===== src/cgp_consts.svh =====
// Constants for the clock generator protection and standby control block
`ifndef CGP_CONSTS_SVH
`define CGP_CONSTS_SVH

`define CGP_ADDR_W 32
`define CGP_ADDR_LOCK 32'hFFFF_F824
`define CGP_ADDR_CLKCTL 32'hFFFF_F822
`define CGP_ADDR_PROTSTAT 32'hFFFF_F802
`define CGP_ADDR_PROTCMD 32'hFFFF_F800
`define CGP_ADDR_STBKIND 32'hFFFF_F820
`define CGP_ADDR_STBCTL 32'hFFFF_F1FE
`define CGP_PERIPH_BASE 32'hFFFF_F000
`define CGP_CLKCTL_RST 8'h00
`define CGP_STBCTL_RST 8'h00
`define CGP_BIT_PROTECT_ERROR_FLAG 0
`define CGP_BIT_LOCK 0
`define CGP_BIT_STBKIND 0
`define CGP_BIT_STB 1
`define CGP_BIT_INTM 4
`define CGP_BIT_NMIM 5
`define CGP_MUL_MSB 2
`define CGP_MUL_X1 3'h0
`define CGP_MUL_X2P5 3'h1
`define CGP_MUL_X5 3'h3
`define CGP_MUL_X10 3'h7
`define CGP_MUL_FIELD_MASK 8'h07
`define CGP_STBCTL_MASK 8'h32

`endif


===== src/cgp_pkg.sv =====
// Types for the clock generator protection and standby control block
package cgp_pkg;
  typedef enum logic [3:0] {
    CGP_RUN = 4'h1,
    CGP_HALT = 4'h2,
    CGP_IDLE = 4'h4,
    CGP_STOP = 4'h8
  } cgp_mode_e;

  typedef struct packed {
    logic cmd_armed;
    logic prot_err;
    logic [7:0] clk_ctl;
    logic stb_kind;
    logic [7:0] stb_ctl;
    logic lock_flag;
    cgp_mode_e mode;
    logic [7:0] rdata;
    logic cpu_clk_en;
    logic sys_clk_en;
    logic osc_stop;
    logic [2:0] pll_mul;
    logic direct_sel;
    logic mul_bad;
    logic [2:0] sel_sync;
    logic [2:0] pll_sync;
    logic [2:0] wake_sync;
  } cgp_state_s;
endpackage : cgp_pkg


===== src/cgp_clock_ctl.sv =====
// Clock generator control: protected clock register, lock flag, HALT/IDLE/STOP
//
// Contract
// Clock control write counts only if the previous store hit the command register.
// Software masks interrupts around the protected sequence.
// Software runs five no-ops after the protected write.
// Interrupt between command and protected write discards the write, flags error.
// Protected registers read back without any unlock sequence.
// Command data is ignored; software reuses the same general register.
// Software finishes all DMA before the protected sequence.
// Unsequenced protected write is dropped and sets the sticky error flag.
// Protected write not preceded by a command write sets the error flag.
// First store after command write to ordinary memory sets the error flag.
// Error flag clears by writing zero or by reset; byte or bit access.
// Lock flag is bit 0, read only; zero locked, one unlocked.
// Lock flag not reset; upper seven bits read zero.
// Lock flag clears on lock, sets on standby loss, else unchanged.
// Lockup lasts from power-on or STOP release until phase lock.
// Software polls lock flag after unlock for timing-critical work.
// HALT keeps oscillator, PLL and peripheral clocks; CPU clock stops.
// HALT is entered by the halt instruction.
// IDLE keeps oscillator and PLL but stops all system clocks.
// IDLE release returns to normal at once, no stabilisation wait.
// IDLE is entered through the standby kind setting, not an instruction.
// PLL multiplier selects 1, 2.5, 5 or 10 times; other codes prohibited.
// Standby kind bit: zero selects IDLE, one selects STOP.
// Writing one to standby entry bit starts standby; cleared on release.
// Mode pin high selects direct half-rate clock, low selects PLL.
`timescale 1ns/10ps
`default_nettype none
`include "cgp_consts.svh"

module cgp_clock_ctl
  import cgp_pkg::*;
(
  input wire logic sys_clk,
  input wire logic nrst,
  input wire logic st_valid,
  input wire logic [`CGP_ADDR_W-1:0] st_addr,
  input wire logic [7:0] st_wdata,
  input wire logic [7:0] st_bmask,
  input wire logic st_is_periph,
  input wire logic rd_valid,
  input wire logic [`CGP_ADDR_W-1:0] rd_addr,
  input wire logic irq_ack,
  input wire logic halt_instr,
  input wire logic clock_mode_select_pin,
  input wire logic pll_phase_locked,
  input wire logic standby_release,
  output logic [7:0] rd_data,
  output logic prot_error,
  output logic cpu_clk_en,
  output logic sys_clk_en,
  output logic osc_stop,
  output logic [2:0] pll_mult_sel,
  output logic direct_mode,
  output logic mult_prohibited,
  output logic standby_active
);

  cgp_state_s s_reg;
  cgp_state_s s_next;

  logic pin_high;
  logic pll_lk;
  logic wake;
  logic hit_cmd;
  logic hit_clk;
  logic hit_err;
  logic hit_kind;
  logic hit_stb;
  logic hit_prot;
  logic ok_prot;
  logic bad_first;
  logic [7:0] wv;
  logic [7:0] old_err;

  always_comb begin
    s_next = s_reg;
    // Pins pass three flops; a mode pin change counts once the last two agree, lock and release need both high
    s_next.sel_sync = {s_reg.sel_sync[1:0], clock_mode_select_pin};
    s_next.pll_sync = {s_reg.pll_sync[1:0], pll_phase_locked};
    s_next.wake_sync = {s_reg.wake_sync[1:0], standby_release};
    pin_high = (s_reg.sel_sync[2] == s_reg.sel_sync[1]) ? s_reg.sel_sync[1] : s_reg.direct_sel;
    pll_lk = (s_reg.pll_sync[2] == s_reg.pll_sync[1]) && s_reg.pll_sync[1];
    wake = (s_reg.wake_sync[2] == s_reg.wake_sync[1]) && s_reg.wake_sync[1];

    hit_cmd = st_valid && (st_addr == `CGP_ADDR_PROTCMD);
    hit_clk = st_valid && (st_addr == `CGP_ADDR_CLKCTL);
    hit_stb = st_valid && (st_addr == `CGP_ADDR_STBCTL);
    hit_err = st_valid && (st_addr == `CGP_ADDR_PROTSTAT);
    hit_kind = st_valid && (st_addr == `CGP_ADDR_STBKIND);
    hit_prot = hit_clk || hit_stb;
    // Protected write allowed only right after the command write
    ok_prot = hit_prot && s_reg.cmd_armed && !irq_ack;
    // First store after command targets ordinary memory
    bad_first = st_valid && s_reg.cmd_armed && !st_is_periph && !hit_prot;

    // Command data ignored; arm on any command store
    if (st_valid) begin
      s_next.cmd_armed = hit_cmd;
    end
    // Interrupt in the gap disarms the sequence
    if (irq_ack && !st_valid) begin
      s_next.cmd_armed = 1'b0;
    end

    // Bit-mask write of the status byte; zero clears the error
    old_err = 8'h00;
    old_err[`CGP_BIT_PROTECT_ERROR_FLAG] = s_reg.prot_err;
    wv = (st_wdata & st_bmask) | (old_err & ~st_bmask);
    if (hit_err) begin
      s_next.prot_err = wv[`CGP_BIT_PROTECT_ERROR_FLAG];
    end
    // Error is sticky and wins over a clear in the same cycle
    if ((hit_prot && !ok_prot) || bad_first) begin
      s_next.prot_err = 1'b1;
    end

    // Multiplier field held in the protected register
    if (hit_clk && ok_prot) begin
      s_next.clk_ctl = (st_wdata & st_bmask) | (s_reg.clk_ctl & ~st_bmask);
    end
    // Standby kind selection
    if (hit_kind && st_bmask[`CGP_BIT_STBKIND]) begin
      s_next.stb_kind = st_wdata[`CGP_BIT_STBKIND];
    end
    if (hit_stb && ok_prot) begin
      s_next.stb_ctl = ((st_wdata & st_bmask) | (s_reg.stb_ctl & ~st_bmask)) & `CGP_STBCTL_MASK;
    end

    s_next.direct_sel = pin_high;
    // Field copy follows the accepted write at the same edge
    s_next.pll_mul = s_next.clk_ctl[`CGP_MUL_MSB:0];
    // Flag prohibited codes in PLL mode only
    s_next.mul_bad = !pin_high && !((s_next.clk_ctl[`CGP_MUL_MSB:0] == `CGP_MUL_X1)
      || (s_next.clk_ctl[`CGP_MUL_MSB:0] == `CGP_MUL_X2P5)
      || (s_next.clk_ctl[`CGP_MUL_MSB:0] == `CGP_MUL_X5)
      || (s_next.clk_ctl[`CGP_MUL_MSB:0] == `CGP_MUL_X10));

    // Power save sequencing
    case (s_reg.mode)
      CGP_RUN: begin
        // Halt instruction enters HALT
        if (halt_instr) begin
          s_next.mode = CGP_HALT;
        // Entry bit starts the selected standby
        end else if (s_reg.stb_ctl[`CGP_BIT_STB]) begin
          s_next.mode = s_reg.stb_kind ? CGP_STOP : CGP_IDLE;
        end
      end
      CGP_HALT: begin
        if (wake) begin
          s_next.mode = CGP_RUN;
        end
      end
      CGP_IDLE, CGP_STOP: begin
        // Release goes straight to normal operation
        // Hardware clears the entry bit on release
        if (wake) begin
          s_next.mode = CGP_RUN;
          s_next.stb_ctl[`CGP_BIT_STB] = 1'b0;
        end
      end
      default: begin
        s_next.mode = CGP_RUN;
      end
    endcase

    // Clock gating per mode; oscillator stops only in STOP
    s_next.cpu_clk_en = (s_next.mode == CGP_RUN);
    s_next.sys_clk_en = (s_next.mode == CGP_RUN) || (s_next.mode == CGP_HALT);
    s_next.osc_stop = (s_next.mode == CGP_STOP);

    // Lock clears on phase lock, sets on loss due to standby
    if (s_reg.mode == CGP_STOP) begin
      s_next.lock_flag = 1'b1;
    end else if (pll_lk) begin
      s_next.lock_flag = 1'b0;
    end

    // Plain reads; lock register upper bits zero
    s_next.rdata = 8'h00;
    if (rd_valid) begin
      case (rd_addr)
        `CGP_ADDR_LOCK: s_next.rdata[`CGP_BIT_LOCK] = s_reg.lock_flag;
        `CGP_ADDR_CLKCTL: s_next.rdata = s_reg.clk_ctl;
        `CGP_ADDR_PROTSTAT: s_next.rdata[`CGP_BIT_PROTECT_ERROR_FLAG] = s_reg.prot_err;
        `CGP_ADDR_STBKIND: s_next.rdata[`CGP_BIT_STBKIND] = s_reg.stb_kind;
        `CGP_ADDR_STBCTL: s_next.rdata = s_reg.stb_ctl;
        default: s_next.rdata = 8'h00;
      endcase
    end
  end

  // Lock flag has no reset branch; it only moves outside reset
  always_ff @(posedge sys_clk or negedge nrst) begin
    if (!nrst) begin
      s_reg.cmd_armed <= 1'b0;
      // Reset clears the error flag
      s_reg.prot_err <= 1'b0;
      s_reg.clk_ctl <= `CGP_CLKCTL_RST;
      s_reg.stb_kind <= 1'b0;
      s_reg.stb_ctl <= `CGP_STBCTL_RST;
      s_reg.mode <= CGP_RUN;
      s_reg.rdata <= 8'h00;
      s_reg.cpu_clk_en <= 1'b1;
      s_reg.sys_clk_en <= 1'b1;
      s_reg.osc_stop <= 1'b0;
      s_reg.pll_mul <= `CGP_MUL_X1;
      s_reg.direct_sel <= 1'b0;
      s_reg.mul_bad <= 1'b0;
      s_reg.sel_sync <= 3'h0;
      s_reg.pll_sync <= 3'h0;
      s_reg.wake_sync <= 3'h0;
    end else begin
      s_reg.cmd_armed <= s_next.cmd_armed;
      s_reg.lock_flag <= s_next.lock_flag;
      s_reg.prot_err <= s_next.prot_err;
      s_reg.clk_ctl <= s_next.clk_ctl;
      s_reg.stb_kind <= s_next.stb_kind;
      s_reg.stb_ctl <= s_next.stb_ctl;
      s_reg.mode <= s_next.mode;
      s_reg.rdata <= s_next.rdata;
      s_reg.cpu_clk_en <= s_next.cpu_clk_en;
      s_reg.sys_clk_en <= s_next.sys_clk_en;
      s_reg.osc_stop <= s_next.osc_stop;
      s_reg.pll_mul <= s_next.pll_mul;
      s_reg.direct_sel <= s_next.direct_sel;
      s_reg.mul_bad <= s_next.mul_bad;
      s_reg.sel_sync <= s_next.sel_sync;
      s_reg.pll_sync <= s_next.pll_sync;
      s_reg.wake_sync <= s_next.wake_sync;
    end
  end

  // Outputs straight from flops
  assign rd_data = s_reg.rdata;
  assign prot_error = s_reg.prot_err;
  assign cpu_clk_en = s_reg.cpu_clk_en;
  assign sys_clk_en = s_reg.sys_clk_en;
  assign osc_stop = s_reg.osc_stop;
  assign pll_mult_sel = s_reg.pll_mul;
  assign direct_mode = s_reg.direct_sel;
  assign mult_prohibited = s_reg.mul_bad;
  assign standby_active = s_reg.stb_ctl[`CGP_BIT_STB];

endmodule : cgp_clock_ctl
`default_nettype wire


===== config.mk =====
export PLATFORM = sky130hd
export DESIGN_NAME = cgp_clock_ctl
export DESIGN_NICKNAME = d
export VERILOG_FILES = /design/src/cgp_pkg.sv /design/src/cgp_clock_ctl.sv
export VERILOG_INCLUDE_DIRS = /design/src /design/src/src
export SDC_FILE = /design/constraint.sdc
export NUM_CORES = 1
export LEC_CHECK = 0
export BUFFER_PORTS_ARGS = -buffer_cell sky130_fd_sc_hd__buf_4
export CORE_MARGIN = 5
export CORE_UTILIZATION = 30
export CTS_CLUSTER_DIAMETER = 200
export DETAILED_ROUTE_END_ITERATION = 7
export PLACE_DENSITY = 0.63
export SYNTH_ARGS = -nofsm -noshare
export SYNTH_HDL_FRONTEND = slang
export SYNTH_SLANG_ARGS = --single-unit

===== constraint.sdc =====
create_clock -name sys_clk -period 2 [get_ports sys_clk]
set_input_delay 0.1 -clock sys_clk [delete_from_list [all_inputs] [get_ports sys_clk]]
set_output_delay 0.1 -clock sys_clk [all_outputs]
set_load 0.005 [all_outputs]

==> impl_metrics.json <==
{
  "status": "finished clean",
  "post_route_standard_cell_area_excluding_fillers_um2": 3000,
  "ys_seq_elements": 41,
  "cts_tree": "yes",
  "portion_of_the_post_synthesis_area_used_by_sequential_elements_pct": 50.7,
  "internal-power_mw": 1.31,
  "antenna-diode-count": 0,
  "drv_slew": 0,
  "synthesis.area_per_instance_um2": 10.6,
  "max_cap_violations": 0,
  "drc": 0,
  "cp_cell_sequence": "nor4b_4 > nand2_1 > nor4_2 > mux2_1 > nor2b_1 > o21ba_1",
  "final_antenna_net_count": 0,
  "seq_power_share_pct": 53.3,
  "timing.fmax_mhz": 554,
  "tightest_hold_check_type": "in2reg",
  "power_frac_comb_pct": 16.7,
  "placement.io_buffers": 107,
  "largest_net_degree_at_the_start_of_global_routing": 25,
  "fin_skew_ns": 0.00879,
  "grt_antenna_before_repair": 0,
  "post_dp_cell_area_um2": 2870,
  "synth.net_count": 282,
  "floorplan.rows": 30,
  "post_route_cells_drive_above_1_share_pct": 45.7,
  "cp.arrival_ns": 1.99,
  "synth-async-reset-ratio_pct": 97.6,
  "placement.setup.worst_slack_ns": 0.119,
  "gp_congestion": 0.785,
  "r2r-start": "s_reg[48]",
  "via_count": 1820,
  "worst-endpoint-required_ns": 2.18,
  "cp-startpoint": "s_reg[48]",
  "floorplan.die.height_um": 92.5,
  "core_region_area_um2": 6720,
  "dp_cells": 368,
  "slowest_stage": "dfrtp_1",
  "critPathLaunchType": "register",
  "grt_util_all_layers_pct": 13.0,
  "dpl.hpwl_um": 4500,
  "worstSetupEndpointType": "register",
  "crit_path_max_fanout": 4,
  "num-nets-final": 389,
  "netlist_area_um2": 2040,
  "yosys_warnings": 0,
  "via_per_inst": 4.79,
  "synth.top_cells.by_count": "37 x dfrtp_1, 22 x nand2_1, 17 x nor2_1",
  "fp.dieW_um": 92.5,
  "detail_route.wl_per_cell_um": 14.0,
  "grt_first_pass_wirelength_um": 8950,
  "hold_wc_startpoint": "st_wdata[6]",
  "full_die_area_um2": 8560,
  "crit_type": "reg2reg",
  "insertion_delay_ns": 0.29,
  "clkPwrFrac_pct": 29.9,
  "routed_wl_um": 5330,
  "ctsRootBufferMaster": "clkbuf_8",
  "vdd_ir_drop_max_v": 0.000260,
  "htree_num_levels": 2,
  "yosys-top-cells-area": "dfrtp_1 45%, buf_4 4.0%, nand2_1 4.0%",
  "cp_top_family": "simple AND/OR/NAND/NOR gates",
  "number_of_different_library_cells_in_the_post_synthesis_netlist": 46,
  "cts-buffers-inserted": 5,
  "initial_core_util_pct": 30.4,
  "ys_dominant_reg_cell": "dfrtp_1",
  "final.fill_count": 647,
  "critical-path-max-stage-delay_ns": 0.37,
  "synth_enable_flop_cells": 1,
  "clock_path_buffers": 2,
  "boundaryPins": 108,
  "crit_buf_inv": 0,
  "globalRouteOverflowTotal": 0,
  "tritoncts_sink_count": 41,
  "worst_pin_slew_ns": 0.426,
  "static-leakage-power_nw": 1.42,
  "layout_worst_path_cycle_share_pct": 90.2,
  "synth_top_cell_by_area": "dfrtp_1",
  "final.setup.worst_slack_ns": 0.196,
  "dr.pass1.iters": 4,
  "power_dissipated_by_switching_net_loads_uw": 449,
  "path_clk_slew_ns": 0.09,
  "syn2layout_area_growth_pct": 47.0,
  "netlist.area_leader.share_pct": 45.3,
  "finalHoldViolCount": 0,
  "final_period_minus_worst_setup_slack_ns": 1.80,
  "sw_frac_of_total_pct": 25.6,
  "relSlewSlack_pct": 71.4,
  "leading_cell_type_by_number_of_instances_after_synthesis": "dfrtp_1",
  "core_occupancy_in_the_finished_layout_pct": 44.7,
  "vias_in_the_first_global_route": 1937,
  "power-per-cell-area_nw_per_um2": 585,
  "dr.first_iter.drc_count": 44,
  "post_layout_instance_count_excluding_filler_cells": 380,
  "post_cts_buffers": 0,
  "postSynthCellCount": 192,
  "final-setup-viol-count": 0
}
## cells by family (layout without fill, tap and decap cells)
group | count (synthesis) | count (layout) | share of synthesized area, %
and+or+nand+nor | 97 | 97 | 28.6
AOI/OAI and AO/OA | 23 | 23 | 7.60
muxes | 14 | 14 | 7.66
buffers and inverters | 16 | 124 | 4.96
DFF | 41 | 41 | 50.7
adders and majority gates | 1 | 1 | 0.490
## layer usage
| layer | vias to the layer above | routed length, µm | track usage (%) |
|---|---|---|---|
| met2 | 84 | 2440 | 21.3 |
| met4 | 0 | 78 | 4.83 |
| met1 | 825 | 2190 | 15.5 |
| met5 | - | 0 | 0 |
| li1 | 906 | - | - |
| met3 | 5 | 619 | 5.04 |
## path summary, 6_finish.rpt
path	endpoint	slack, ns	cells past startpoint
worst max-delay path	mult_prohibited	0.20	6
worst min-delay path	register	0.03	2
worst max register to register	mult_prohibited	0.20	6
worst min register to register	s_next[2]	0.35	0
max in group asynchronous	sys_clk_en	1.16	3
min in group asynchronous	rd_data[6]	0.20	2
## layout make-up
| cell class | count | area [µm²] | share of cell area, % |
|---|---|---|---|
| Clock buffer | 5 | 68.8 | 2.29 |
| Clock inverter | 3 | 17.5 | 0.584 |
| Inverter | 4 | 15.0 | 0.500 |
| Multi-Input combinational cell | 135 | 915 | 30.5 |
| Sequential cell | 41 | 1030 | 34.5 |
| Tap cell | 80 | 100 | 3.33 |
| Timing Repair Buffer | 112 | 851 | 28.3 |
## power by group through the flow
stage               Clock [mW]  Sequential [mW]  Combinational, mW
finish                   0.526            0.936              0.293
global route             0.576            0.948              0.332
CTS                      0.543            0.936              0.297
detailed placement           0            0.953              0.290
global placement             0            0.954              0.287
floorplan                    0            0.929              0.106
## through the flow
stage	power [mW]	hold WS (ns)	TNS [ns]
5_1_grt	1.86	0.0218	-0.00227
4_1_cts	1.78	0.0225	0
3_3_place_gp	1.24	-0.0178	0
2_1_floorplan	1.04	-0.196	0
3_5_place_dp	1.24	-0.0169	0
6_report	1.75	0.0303	0
## layout by cell type, fill, tap and decap left out, drive strengths merged, types with 6 or more instances in the layout
cell type	count
dfrtp	37
nor4	6
buf	108
nor3	8
mux2	10
nand2	22
nand3	8
nor2	18
nand4	11
## timing repair
item                       in CTS  in global routing
hold buffers                    4                  0
hold endpoints to repair       19                  0
gates resized for setup         0                  1
setup endpoints to repair       0                  1
Power figures use the tool's default switching activity.
